File: config.mk
export PLATFORM = sky130hd
export DESIGN_NAME = scanner_status_telegram_packer
export DESIGN_NICKNAME = d
export VERILOG_FILES = /design/src/scanner_tlg_pkg.sv /design/src/tlg_stream_if.sv /design/src/scanner_status_telegram_packer.sv /design/src/tlg_serializer.sv
export SDC_FILE = /design/constraint.sdc
export NUM_CORES = 1
export LEC_CHECK = 0
export BUFFER_PORTS_ARGS = -buffer_cell sky130_fd_sc_hd__buf_2
export CAP_MARGIN = 20
export CORE_AREA = 4 4 145 147
export DETAILED_ROUTE_END_ITERATION = 16
export DIE_AREA = 0 0 149 151
export GPL_ROUTABILITY_DRIVEN = 0
export HOLD_SLACK_MARGIN = 0.06
export PLACE_DENSITY = 0.79
export SETUP_SLACK_MARGIN = 0.15
export SLEW_MARGIN = 20
export SYNTH_ARGS = -nofsm -noshare
export SYNTH_HDL_FRONTEND = slang
export SYNTH_SLANG_ARGS = --single-unit
File: constraint.sdc
create_clock -name clk -period 2.7 [get_ports clk]
set_clock_uncertainty 0.1 [all_clocks]
set_input_delay 0.27 -clock clk [delete_from_list [all_inputs] [get_ports clk]]
set_output_delay 0.27 -clock clk [all_outputs]
set_load 0.01 [all_outputs]
File: src/scanner_tlg_pkg.sv
/*
  Constants and types for the status telegram packer: byte positions,
  bit positions inside each byte, field widths and reset values.
  Assumes every user of it imports the whole package.
*/
`default_nettype none
package scanner_tlg_pkg;

  // Telegram span handled here: bytes 4 to 15.
  localparam int FIRST_BYTE = 4;
  localparam int LAST_BYTE  = 15;
  localparam int NUM_BYTES  = LAST_BYTE - FIRST_BYTE + 1;
  localparam int FRAME_W    = NUM_BYTES * 8;
  localparam int IDX_W      = 4;

  // Byte numbers of the individual groups.
  localparam int BYTE_IN_A    = 4;
  localparam int BYTE_IN_B    = 5;
  localparam int BYTE_IN_C    = 6;
  localparam int BYTE_RSVD    = 7;
  localparam int BYTE_CNT_HI  = 8;
  localparam int BYTE_FUNC_A  = 12;
  localparam int BYTE_SEL_A   = 13;
  localparam int BYTE_SEL_B   = 14;
  localparam int BYTE_SEG     = 15;

  // Scan sequence count.
  localparam int          SCAN_CNT_W     = 32;
  localparam logic [31:0] SCAN_CNT_RESET = 32'h0000_0000;
  localparam logic [31:0] SCAN_CNT_STEP  = 32'h0000_0001;

  // Byte 12 bit positions.
  localparam int ACTIVE_BIT  = 7;
  localparam int WARN_BIT    = 6;
  localparam int GUARD_BIT   = 5;
  localparam int RESTART_BIT = 4;
  localparam int SWITCH_BIT  = 3;

  // Byte 15 bit positions.
  localparam int WSEG1_BIT = 7;
  localparam int WSEG2_BIT = 6;
  localparam int GSEG1_BIT = 5;
  localparam int GSEG2_BIT = 4;
  localparam int PAIR1_BIT = 3;
  localparam int PAIR2_BIT = 2;

  // Selection nibbles: legal values 1 to 10, default 0.
  localparam int         NIBBLE_W     = 4;
  localparam logic [3:0] NIBBLE_MIN   = 4'h1;
  localparam logic [3:0] NIBBLE_MAX   = 4'hA;
  localparam logic [3:0] NIBBLE_RESET = 4'h0;

  localparam logic [7:0] BYTE_ZERO = 8'h00;

  typedef logic [7:0] tlg_byte_t;
  typedef logic [FRAME_W-1:0] tlg_frame_t;

endpackage
`default_nettype wire

File: src/tlg_stream_if.sv
/*
  Carrier between the packer and its byte serialiser: a frame snapshot
  with a one-cycle load strobe, and the serialiser's busy level back.
  Assumes both ends run on the same clock.
*/
`timescale 1ns/1ps
`default_nettype none
interface tlg_stream_if;
  import scanner_tlg_pkg::*;
  tlg_frame_t frame;
  logic       load;
  logic       busy;
  modport source (output frame, output load, input busy);
  modport sink   (input frame, input load, output busy);
endinterface
`default_nettype wire

File: src/scanner_status_telegram_packer.sv
/*
  Packs telegram bytes 4 to 15 of the scanner status: connector lines,
  scan sequence count, and protective function A status, selection and
  segment bits. Offers the result as a parallel frame and a byte stream.
  Assumes all status inputs are synchronous to clk and settled when
  scan_done pulses, and that rst_n is asserted only at power-up.
*/
// Functional notes
// - Bytes 8 to 11 hold a 32-bit scan count, plus one per scan.
// - The scan count clears only at the power-up reset; it otherwise keeps running.
// - Byte 12 bit 7 is one while function A is configured and active.
// - Byte 12 bit 6 is the active warning field: zero violated, one free.
// - Byte 12 bit 5 is the active guard field: zero violated, one free.
// - Byte 12 bit 3 mirrors the internal switch signal of output pair A.
// - Byte 13 holds bank number high and first field pair low, 1 to 10.
// - Byte 14 holds second field pair high and third low, 1 to 10.
// - Byte 15 bits 7 and 6 are warning segments 1 and 2, one free.
// - Byte 15 bits 5 and 4 are guard segments 1 and 2, one free.
// - Byte 15 bits 3 and 2 flag each defined field pair being selected.
`timescale 1ns/1ps
`default_nettype none
module scanner_status_telegram_packer
  import scanner_tlg_pkg::*;
(
  input  wire logic             clk,
  input  wire logic             rst_n,
  input  wire logic             scan_done,
  input  wire logic [9:0]       control_in,
  input  wire logic [1:0]       start_in,
  input  wire logic [3:0]       edm_in,
  input  wire logic [1:0]       linkage_in,
  input  wire logic             pnp_select,
  input  wire logic [4:0]       output_state,
  input  wire logic             func_a_active,
  input  wire logic             func_a_warn_field_free,
  input  wire logic             func_a_guard_field_free,
  input  wire logic             func_a_restart_lock,
  input  wire logic             safety_switch_output,
  input  wire logic [3:0]       func_a_bank_sel,
  input  wire logic [3:0]       func_a_pair_sel1,
  input  wire logic [3:0]       func_a_pair_sel2,
  input  wire logic [3:0]       func_a_pair_sel3,
  input  wire logic             func_a_warn_seg1_free,
  input  wire logic             func_a_warn_seg2_free,
  input  wire logic             func_a_guard_seg1_free,
  input  wire logic             func_a_guard_seg2_free,
  input  wire logic             func_a_defined_pair1_chosen,
  input  wire logic             func_a_defined_pair2_chosen,
  output var  tlg_frame_t       frame,
  output var  logic             frame_valid,
  output var  logic [31:0]      scan_count,
  output var  tlg_byte_t        byte_data,
  output var  logic             byte_valid,
  output var  logic [IDX_W-1:0] byte_index,
  output var  logic             byte_last
);

  tlg_stream_if stream ();

  logic [SCAN_CNT_W-1:0] scan_cnt_reg;
  logic [SCAN_CNT_W-1:0] scan_cnt_next;
  tlg_frame_t            frame_reg;
  tlg_frame_t            frame_next;
  logic                  load_reg;
  tlg_byte_t             bytes [FIRST_BYTE:LAST_BYTE];

  // Out-of-range selections are shown as the default zero so the host
  // never sees a bank or pair number that cannot exist.
  function automatic logic [3:0] legal_nibble(input logic [3:0] value);
    if (value >= NIBBLE_MIN && value <= NIBBLE_MAX) begin
      return value;
    end
    return NIBBLE_RESET;
  endfunction

  // The count wraps after 2^32 scans; with scans tens of milliseconds
  // apart this is years of uptime, so no saturation is added.
  assign scan_cnt_next = scan_cnt_reg + SCAN_CNT_STEP;

  // Only the power-up reset clears the count; nothing else touches it.
  always_ff @(posedge clk or negedge rst_n) begin
    if (!rst_n) begin
      scan_cnt_reg <= SCAN_CNT_RESET;
    end else if (scan_done) begin
      scan_cnt_reg <= scan_cnt_next;
    end
  end

  always_comb begin
    bytes[BYTE_IN_A] = {control_in[0], control_in[1], control_in[2],
                        control_in[3], control_in[4], control_in[5],
                        control_in[6], control_in[7]};
    bytes[BYTE_IN_B] = {control_in[8], control_in[9], start_in[0],
                        start_in[1], edm_in[0], edm_in[1], edm_in[2],
                        edm_in[3]};
    bytes[BYTE_IN_C] = {linkage_in[0], linkage_in[1], pnp_select,
                        output_state[0], output_state[1],
                        output_state[2], output_state[3],
                        output_state[4]};
    bytes[BYTE_RSVD] = BYTE_ZERO;
    // The telegram carries the count including the scan just finished.
    bytes[BYTE_CNT_HI]     = scan_cnt_next[31:24];
    bytes[BYTE_CNT_HI + 1] = scan_cnt_next[23:16];
    bytes[BYTE_CNT_HI + 2] = scan_cnt_next[15:8];
    bytes[BYTE_CNT_HI + 3] = scan_cnt_next[7:0];
    bytes[BYTE_FUNC_A] = BYTE_ZERO;
    bytes[BYTE_FUNC_A][ACTIVE_BIT]  = func_a_active;
    bytes[BYTE_FUNC_A][WARN_BIT]    = func_a_warn_field_free;
    bytes[BYTE_FUNC_A][GUARD_BIT]   = func_a_guard_field_free;
    bytes[BYTE_FUNC_A][RESTART_BIT] = func_a_restart_lock;
    bytes[BYTE_FUNC_A][SWITCH_BIT]  = safety_switch_output;
    bytes[BYTE_SEL_A] = {legal_nibble(func_a_bank_sel),
                         legal_nibble(func_a_pair_sel1)};
    bytes[BYTE_SEL_B] = {legal_nibble(func_a_pair_sel2),
                         legal_nibble(func_a_pair_sel3)};
    bytes[BYTE_SEG] = BYTE_ZERO;
    bytes[BYTE_SEG][WSEG1_BIT] = func_a_warn_seg1_free;
    bytes[BYTE_SEG][WSEG2_BIT] = func_a_warn_seg2_free;
    bytes[BYTE_SEG][GSEG1_BIT] = func_a_guard_seg1_free;
    bytes[BYTE_SEG][GSEG2_BIT] = func_a_guard_seg2_free;
    bytes[BYTE_SEG][PAIR1_BIT] = func_a_defined_pair1_chosen;
    bytes[BYTE_SEG][PAIR2_BIT] = func_a_defined_pair2_chosen;
  end

  // Byte 4 lands in the top lane so the frame reads in telegram order.
  genvar gi;
  generate
    for (gi = FIRST_BYTE; gi <= LAST_BYTE; gi++) begin : g_pack
      assign frame_next[FRAME_W-1-8*(gi-FIRST_BYTE) -: 8] = bytes[gi];
    end
  endgenerate

  // The frame is a snapshot: it changes only at scan_done, so a reader
  // never sees a telegram mixing two scans.
  always_ff @(posedge clk or negedge rst_n) begin
    if (!rst_n) begin
      frame_reg <= '0;
      load_reg  <= 1'b0;
    end else begin
      load_reg <= scan_done;
      if (scan_done) begin
        frame_reg <= frame_next;
      end
    end
  end

  always_ff @(posedge clk or negedge rst_n) begin
    if (!rst_n) begin
      frame       <= '0;
      frame_valid <= 1'b0;
      scan_count  <= SCAN_CNT_RESET;
    end else begin
      frame       <= frame_reg;
      frame_valid <= load_reg;
      scan_count  <= scan_cnt_reg;
    end
  end

  assign stream.frame = frame_reg;
  assign stream.load  = load_reg;

  tlg_serializer u_serializer (
    .clk        (clk),
    .rst_n      (rst_n),
    .link       (stream.sink),
    .byte_data  (byte_data),
    .byte_valid (byte_valid),
    .byte_index (byte_index),
    .byte_last  (byte_last)
  );

endmodule
`default_nettype wire

File: src/tlg_serializer.sv
/*
  Sends a loaded frame out one byte per clock, byte 4 first.
  Assumes a load never comes faster than one frame in thirteen cycles; a
  load during a send restarts with the newer frame.
*/
`timescale 1ns/1ps
`default_nettype none
module tlg_serializer
  import scanner_tlg_pkg::*;
(
  input  wire logic             clk,
  input  wire logic             rst_n,
  tlg_stream_if.sink            link,
  output var  tlg_byte_t        byte_data,
  output var  logic             byte_valid,
  output var  logic [IDX_W-1:0] byte_index,
  output var  logic             byte_last
);

  typedef enum {ST_IDLE, ST_SEND} ser_state_t;

  ser_state_t       state_reg;
  tlg_frame_t       shift_reg;
  logic [IDX_W-1:0] count_reg;

  localparam logic [IDX_W-1:0] FIRST_IDX = IDX_W'(FIRST_BYTE);
  localparam logic [IDX_W-1:0] LAST_IDX  = IDX_W'(LAST_BYTE);

  assign link.busy = (state_reg == ST_SEND);

  always_ff @(posedge clk or negedge rst_n) begin
    if (!rst_n) begin
      state_reg <= ST_IDLE;
      shift_reg <= '0;
      count_reg <= '0;
    end else if (link.load) begin
      state_reg <= ST_SEND;
      shift_reg <= link.frame;
      count_reg <= FIRST_IDX;
    end else begin
      unique case (state_reg)
        ST_IDLE: begin
          count_reg <= count_reg;
        end
        ST_SEND: begin
          shift_reg <= {shift_reg[FRAME_W-9:0], BYTE_ZERO};
          count_reg <= count_reg + 4'h1;
          if (count_reg == LAST_IDX) begin
            state_reg <= ST_IDLE;
          end
        end
      endcase
    end
  end

  always_ff @(posedge clk or negedge rst_n) begin
    if (!rst_n) begin
      byte_data  <= BYTE_ZERO;
      byte_valid <= 1'b0;
      byte_index <= '0;
      byte_last  <= 1'b0;
    end else begin
      byte_valid <= (state_reg == ST_SEND) && !link.load;
      byte_data  <= (state_reg == ST_SEND) ? shift_reg[FRAME_W-1 -: 8]
                                           : BYTE_ZERO;
      byte_index <= count_reg;
      byte_last  <= (state_reg == ST_SEND) && !link.load &&
                    (count_reg == LAST_IDX);
    end
  end

endmodule
`default_nettype wire

After elaboration in Yosys (flattened, before gate mapping)
Cells that the tools add are included.
{"block": "totals", "out_inout_bits": 143, "wordCells": 58, "reg_bits": 378}
{"block": "classes", "n_mux": 20, "eq_ne": 4, "add_sub_neg": 2, "order_cmp": 8, "n_reduce_logical": 11}
{"operator": "$mux W96", "count": 2}
{"operator": "$mux W32", "count": 3}
{"operator": "$mux W4", "count": 10}
{"operator": "$add A32 B1 Y32 const B", "count": 1}
{"operator": "$eq A32 B1 Y1 const B", "count": 1}
{"operator": "$eq A32 B2 Y1 const B", "count": 1}
{"operator": "$logic_not A32 Y1", "count": 1}
{"operator": "$ge A4 B1 Y1 const B", "count": 4}
{"operator": "$le A4 B4 Y1 const B", "count": 4}
{"operator": "$mux W8", "count": 1}
{"operator": "$logic_and A1 B1 Y1", "count": 6}
{"operator": "$add A4 B1 Y4 const B", "count": 1}
{"operator": "$eq A4 B4 Y1 const B", "count": 1}
{"operator": "$mux W1", "count": 4}
{"operator": "$reduce_bool A2 Y1", "count": 2}
{"operator": "$ne A2 B2 Y1 const B", "count": 1}
{"operator": "$reduce_and A2 Y1", "count": 1}
{"operator": "$logic_not A1 Y1", "count": 1}

Longest topological paths before layout
Gate-level depths: netlist of the first run.
{"block": "depth", "word_depth": 4, "ltp_mapped": 6}

Modules after synthesis
A second synthesis of the first run with hierarchy kept.
{"block": "hier_totals", "hier_cells": 875, "area_unflattened_um2": 11016.8}
{"module": "scanner_status_telegram_packer", "seq_area_each_um2": 4204.0, "instances": 1, "area_each_um2": 5931.9, "cells_each": 413}
{"module": "tlg_serializer", "seq_area_each_um2": 2877.8, "instances": 1, "area_each_um2": 5084.9, "cells_each": 462}

Worst setup path before layout of the first run
Ideal clock, no wire load.
{"block": "synth_timing", "kind": "register to register", "startpoint": "register scan_cnt_reg[5]", "endpoint": "register frame_reg[63]", "period_less_slack_ns": 1.928, "arrival_ns": 1.749, "setup_time_ns": 0.079, "path_slack_ns": 0.772, "path_stages_with_launch": 7, "required_time_ns": 2.521, "cell_sequence": "dfrtp_1 -> nand4_4 -> or4_4 -> buf_6 -> buf_8 -> nor4_4 -> xor2_1"}
{"block": "synth_via", "elab_chain_len": 1}
{"item": "start, declared", "line": "scanner_status_telegram_packer.sv:60", "rtl": "logic [SCAN_CNT_W-1:0] scan_cnt_reg;"}
{"item": "start signal, assigned", "line": "scanner_status_telegram_packer.sv:85", "rtl": "scan_cnt_reg <= scan_cnt_next;"}
{"item": "$add A32 B1 Y32", "line": "scanner_status_telegram_packer.sv:78", "rtl": "assign scan_cnt_next = scan_cnt_reg + SCAN_CNT_STEP;"}
{"item": "end signal, assigned", "line": "scanner_status_telegram_packer.sv:142", "rtl": "frame_reg <= frame_next;"}
{"item": "end, declared", "line": "scanner_status_telegram_packer.sv:62", "rtl": "tlg_frame_t frame_reg;"}
No other way between the ends.
A chain may end at the register's enable or synchronous reset.

==> impl_metrics.py, run 1 <==
metrics = {
    "worst_setup_path": {
        "cp.required_ns": 3.03,
        "cp_num_buf_inv": 5,
        "start_kind": "primary input",
        "r2r_cells": 4,
        "critPathMaxFanout": 59,
        "path_delay_family": "buffers and inverters",
        "crit-reg2reg-launch": "scan_cnt_reg[5]",
        "crit_type": "primary input to register",
        "critPathArrivalTime_ns": 2.63,
        "rrSetupSlack_ns": 0.61,
        "crit_path_end_kind": "register",
        "worstPathCellList": "dlygate4sd3_1 -> buf_2 -> buf_4 -> buf_4 -> nand3_1 -> dlygate4sd3_1 -> o21ai_0",
        "r2r_end": "scan_cnt_reg[25]",
        "slowest_stage": "dlygate4sd3_1",
        "slowest_delay_ns": 0.60,
    },
    "routing": {
        "drtIter0Drc": 533,
        "dr.pass1.iters": 5,
        "routed_wl_mm": 22.8,
        "via_per_inst": 5.11,
        "antenna_left": 0,
        "wire_per_inst_um": 16.7,
        "vias": 6949,
        "drc": 0,
    },
    "floorplanning": {
        "die_h_um": 151,
        "pin_count": 197,
        "row_count": 52,
        "core-area_mm2": 0.0199,
        "die_width_um": 149,
        "die-area_mm2": 0.0225,
        "start_util_pct": 54.1,
    },
    "power_and_ir_drop": {
        "leakage_uw": 0.00702,
        "power_density_mw_per_mm2": 765,
        "p_total_uw": 10300,
        "peakVddDrop_uv": 645,
    },
    "synth": {
        "synth_top_area_cell": "dfrtp_1",
        "synthCells": 854,
        "synth_area_leaders": "dfrtp_1 65%, mux2i_1 8.1%, o21ai_0 5.0%",
        "ys_warn_count": 0,
        "ys_seq_area_share_pct": 65.3,
        "yosys.area.top_type_share_pct": 65.3,
        "synth.avg_cell_area_um2": 12.6,
        "synth_area_mm2": 0.0108,
        "synth_seq_cells": 281,
        "synthDistinctLibCells": 36,
    },
    "placement": {
        "dp.cells": 1243,
        "dpl.hpwl_mm": 13.9,
        "io_buffers": 183,
    },
    "run": {
        "max_cap_viol_count": 0,
    },
    "status": {
        "outcome": "finished clean",
    },
    "sta": {
        "fin_crit_ns": 2.30,
        "max_slew_margin_pct": 55.9,
        "finalSetupTns_ns": 0,
        "slew_viol_final": 0,
        "setup_violations": 0,
        "fin_crit_sh_pct": 85.2,
        "hold_viol": 0,
        "tightest_slew_ns": 0.662,
        "fmax_mhz": 435,
        "rsz0062_at_grt": "false",
    },
    "cts": {
        "clk_latency_ns": 0.53,
        "htreeDepth": 1,
        "root_buffer": "clkbuf_16",
        "post-cts-setup-buffers": 0,
        "path_clk_slew_ns": 0.06,
        "clockBufferDepth": 3,
        "cts_sinks": 281,
        "ctsHoldBuffers": 65,
        "cts_made_buffers": 28,
        "cts_resized": 0,
        "cts_tree": "built",
    },
    "cells_and_area": {
        "finalNonFillerCells": 1360,
        "nNetsFinal": 1124,
        "n_fill_cell": 1427,
        "area_growth_pct": 24.7,
        "largest_reg_flops": 104,
        "drive_above_1_share_pct": 26.1,
        "antenna_cells": 0,
    },
    "global_routing": {
        "overflow": 0,
        "grt_max_degree": 108,
        "grtUsageTotal_pct": 20.6,
        "grt_pass1_vias": 7072,
        "antenna_found_initial": 0,
        "grt_pass1_wl_mm": 37.4,
    },
    "worst_hold_path": {
        "hold_path.class": "primary input to asynchronous set/reset pin",
    },
}
[layer usage]
layer	global-route usage, %	vias up	wire length (um)
li1	-	3257	-
met1	29.0	3417	9720
met3	4.28	44	1410
met2	32.8	231	11200
met4	6.22	0	462
met5	0	-	0
[cells in the mapped netlist]
cell      number
mux2i_1       87
inv_1         22
buf_4         45
and2_1        10
buf_1          6
buf_8          1
conb_1         1
nand4_1        7
nand4b_1       4
nand4_2        1
mux2_2        36
nand4_4        1
nor2b_1        1
nand3b_1       4
nand3_1       17
and4_1         3
o21bai_1       1
nor3_1        10
buf_6          1
dfrtp_1      281
a21oi_1        1
nor3b_1        1
a21o_1         1
nor2_1        17
or4_4          1
clkbuf_1      34
o21ai_0      107
xor2_1        22
nor3b_2        1
xnor2_1       11
ha_1           2
nor4_4         2
nand2b_1       8
and3_1         1
nor4_1         8
nand2_1       98
[worst max path at each step]
stage                         start               end  slack, ns  cells after the start
floorplan           scan_cnt_reg[5]     frame_reg[63]       0.77                      6
global placement    scan_cnt_reg[5]  scan_cnt_reg[26]       0.68                      4
detailed placement  scan_cnt_reg[5]  scan_cnt_reg[26]       0.66                      4
CTS                       scan_done     frame_reg[20]       0.45                      7
global route              scan_done     frame_reg[14]       0.27                      7
finish                    scan_done     frame_reg[16]       0.40                      7
[where the power goes]
part	total (uW)	internal [uW]	leakage, uW	switching, uW
clock	4290	2710	0.000517	1580
combinational	1020	461	0.00297	560
sequential	4960	4630	0.00353	331
[logic make-up (layout without fill, tap and decap cells)]
kind of cell	Yosys count	after routing	share of synthesized area [%]
flops	281	281	65.3
simple gates	195	195	9.15
mux	123	123	11.9
compound gates	110	110	5.16
buf+inv	109	333	5.55
xor+xnor	33	33	2.69
fa+ha+maj	2	2	0.232
other cells	1	13	0.0348
[cell usage in the layout, fill, tap and decap left out, types with 2 or more instances in the layout]
master | netlist | routed
mux2i_1 | 87 | 87
clkinv_2 | 0 | 4
buf_12 | 0 | 6
nor4_1 | 8 | 8
buf_4 | 45 | 5
nand4b_1 | 4 | 4
conb_1 | 1 | 13
nand3_1 | 17 | 17
nor4_4 | 2 | 2
buf_2 | 0 | 182
ha_1 | 2 | 2
nand4_1 | 7 | 7
clkbuf_8 | 0 | 6
and2_1 | 10 | 10
dlygate4sd3_1 | 0 | 65
nor3_1 | 10 | 10
clkbuf_1 | 34 | 5
o21ai_0 | 107 | 107
mux2_2 | 36 | 36
and4_1 | 3 | 3
inv_1 | 22 | 22
xor2_1 | 22 | 22
nand3b_1 | 4 | 4
nand2b_1 | 8 | 8
dfrtp_1 | 281 | 279
clkbuf_16 | 0 | 29
nor2_1 | 17 | 17
dfrtp_4 | 0 | 2
xnor2_1 | 11 | 11
nand2_1 | 98 | 98
bufinv_16 | 0 | 6
[worst reg2reg max path: cells and delay by family (launching register included)]
| kind | cells | cell delay (ns) |
|---|---|---|
| flops | 1 | 0.48 |
| simple gates | 3 | 1.22 |
| xor+xnor | 1 | 0.21 |
[per-stage QoR]
step                util, %  setup slack, ns  area (um2)  hold WS, ns
finish                 67.4            0.400       13400        0.131
global route           67.4            0.274       13400        0.151
CTS                    67.4            0.455       13400        0.126
detailed placement     58.9            0.658       11700       0.0997
global placement       58.9            0.681       11700       0.0991
floorplan                 -            0.772       10800       -0.126
[layout make-up]
type                            count  area (um2)  area share [%]
Clock buffer                       40         827            6.16
Clock inverter                     12         220            1.64
Multi-Input combinational cell    476        3180            23.7
Sequential cell                   281        7040            52.5
Inverter                           22        82.6           0.615
Timing Repair Buffer              259        1730            12.9
Tap cell                          270         338            2.52
Power figures use the tool's default switching activity.
==> inputs of run 2 (changes only) <==
clock period = 2.18 ns   (was 2.7 ns; I/O delays follow)
==> run 2 against run 1 <==
Against the previous run:
- global-route usage decreased by 0.63 points
- sequential power increased by 23%
- worst setup slack got worse by 0.18 ns
- utilization about the same
- die area unchanged
- largest power group unchanged
==> impl_metrics.py, run 2 (synthesis gave the netlist of run 1 again) <==
metrics = {
    "worst_setup_path": {
        "slowest_delay_ns": 0.59,
        "critPathMaxFanout": 7,
        "cp_num_buf_inv": 1,
        "critPathArrivalTime_ns": 2.30,
        "cp.required_ns": 2.52,
        "worstPathCellList": "nand4_1 -> or4_4 -> buf_4 -> nor4_4 -> xor2_1",
        "path_delay_family": "simple AND/OR/NAND/NOR gates",
        "crit_path_end_kind": "register",
        "crit_type": "register to register",
        "start_kind": "register",
        "rrSetupSlack_ns": 0.22,
        "slowest_stage": "or4_4",
    },
    "global_routing": {
        "grt_pass1_vias": 7219,
        "overflow": 0,
        "grt_pass1_wl_mm": 36.3,
        "grt_max_degree": 75,
        "grtUsageTotal_pct": 20.0,
        "antenna_found_initial": 0,
    },
    "cells_and_area": {
        "area_growth_pct": 24.6,
        "final_common_cell": "dfrtp_1",
        "finalNonFillerCells": 1366,
        "largest_reg_flops": 104,
        "final_cell_mix": "278 x dfrtp_1, 182 x buf_2, 107 x o21ai_0, 98 x nand2_1, 87 x mux2i_1",
        "drive_above_1_share_pct": 26.6,
        "antenna_cells": 0,
        "nNetsFinal": 1133,
    },
    "cts": {
        "cts_made_buffers": 28,
        "clockBufferDepth": 3,
        "path_clk_slew_ns": 0.06,
        "clk_latency_ns": 0.52,
        "cts_sinks": 281,
        "htreeDepth": 1,
        "root_buffer": "clkbuf_16",
        "cts_tree": "built",
    },
    "floorplanning": {
        "die_width_um": 149,
        "row_count": 52,
        "core-area_mm2": 0.0199,
        "die-area_mm2": 0.0225,
        "die_h_um": 151,
        "start_util_pct": 54.1,
        "pin_count": 197,
    },
    "sta": {
        "finalSetupTns_ns": 0,
        "slew_viol_final": 0,
        "max_slew_margin_pct": 60.0,
        "fin_crit_sh_pct": 90.0,
        "fin_crit_ns": 1.96,
        "tightest_slew_ns": 0.600,
        "setup_violations": 0,
        "hold_viol": 0,
        "fmax_mhz": 510,
        "holdWs_ns": 0.0868,
        "rsz0062_at_grt": "true",
    },
    "status": {
        "outcome": "finished clean",
    },
    "routing": {
        "antenna_left": 0,
        "routed_wl_mm": 22.5,
        "drc": 0,
        "via_per_inst": 5.12,
        "vias": 6998,
        "drtIter0Drc": 366,
        "wire_per_inst_um": 16.5,
        "dr.pass1.iters": 4,
    },
    "power_and_ir_drop": {
        "p_total_uw": 12100,
        "power_density_mw_per_mm2": 900,
        "leakage_uw": 0.00701,
        "peakVddDrop_uv": 573,
    },
    "placement": {
        "dpl.hpwl_mm": 14.0,
        "dp.cells": 1248,
        "io_buffers": 183,
    },
    "worst_hold_path": {
        "hold_path.class": "primary input to asynchronous set/reset pin",
    },
    "run": {
        "max_cap_viol_count": 0,
    },
}
run 2: layer usage:
| layer | part of all wire, % | vias up | routed length, um | GRT usage [%] |
|---|---|---|---|---|
| met5 | 0 | - | 0 | 0 |
| met4 | 2.4 | 0 | 549 | 5.81 |
| met3 | 5.7 | 49 | 1280 | 3.47 |
| met2 | 50 | 206 | 11200 | 33.7 |
| met1 | 42 | 3456 | 9500 | 27.1 |
| li1 | - | 3287 | - | - |
run 2: area by class of cell:
cell class | count | area (um2)
multi-input combinational | 477 | 3200
inverter | 22 | 82.6
timing repair buffer | 267 | 1840
clock buffer | 43 | 848
tap | 270 | 338
sequential | 281 | 7040
fill | 1443 | 6490
clock inverter | 6 | 58.8
run 2: worst reg2reg max path, stage by stage (launching register included):
cell and delay, ns:
dfrtp_1 0.43, nand4_1 0.22, or4_4 0.59, buf_4 0.17
nor4_4 0.21, xor2_1 0.16
run 2: worst paths after layout:
kind | startpoint | end | cells past startpoint
hold reg to reg | frame_reg[84] | frame[84] | 0
setup reg to reg | scan_cnt_reg[12] | scan_cnt_reg[30] | 5
setup / recovery | scan_cnt_reg[12] | scan_cnt_reg[30] | 5
hold / removal | rst_n | frame_reg[90] | 2
max in group asynchronous | rst_n | frame[31] | 3
min in group clk | frame_reg[84] | frame[84] | 0
run 2: power by group:
part,internal [uW],leakage (uW),switching [uW]
sequential,5730,0.00353,394
combinational,591,0.00303,701
clock,2780,0.000450,1880
run 2: repair_timing:
action | 4_1_cts | 5_1_grt
pin swaps | 1 | 0
hold buffers | 65 | 0
setup endpoints to repair | 4 | 10
cloned | 0 | 1
buffers inserted | 2 | 1
gates resized for setup | 1 | 3
hold endpoints to repair | 333 | 0
run 2: through the flow:
step                      util, %  instance area (um2)  setup slack [ns]
after global routing         67.4                13400             0.126
after global placement       59.3                11800             0.190
after detailed placement     59.3                11800            0.0778
after CTS                    67.3                13400             0.151
after floorplan                 -                10800             0.252
final                        67.4                13400             0.219
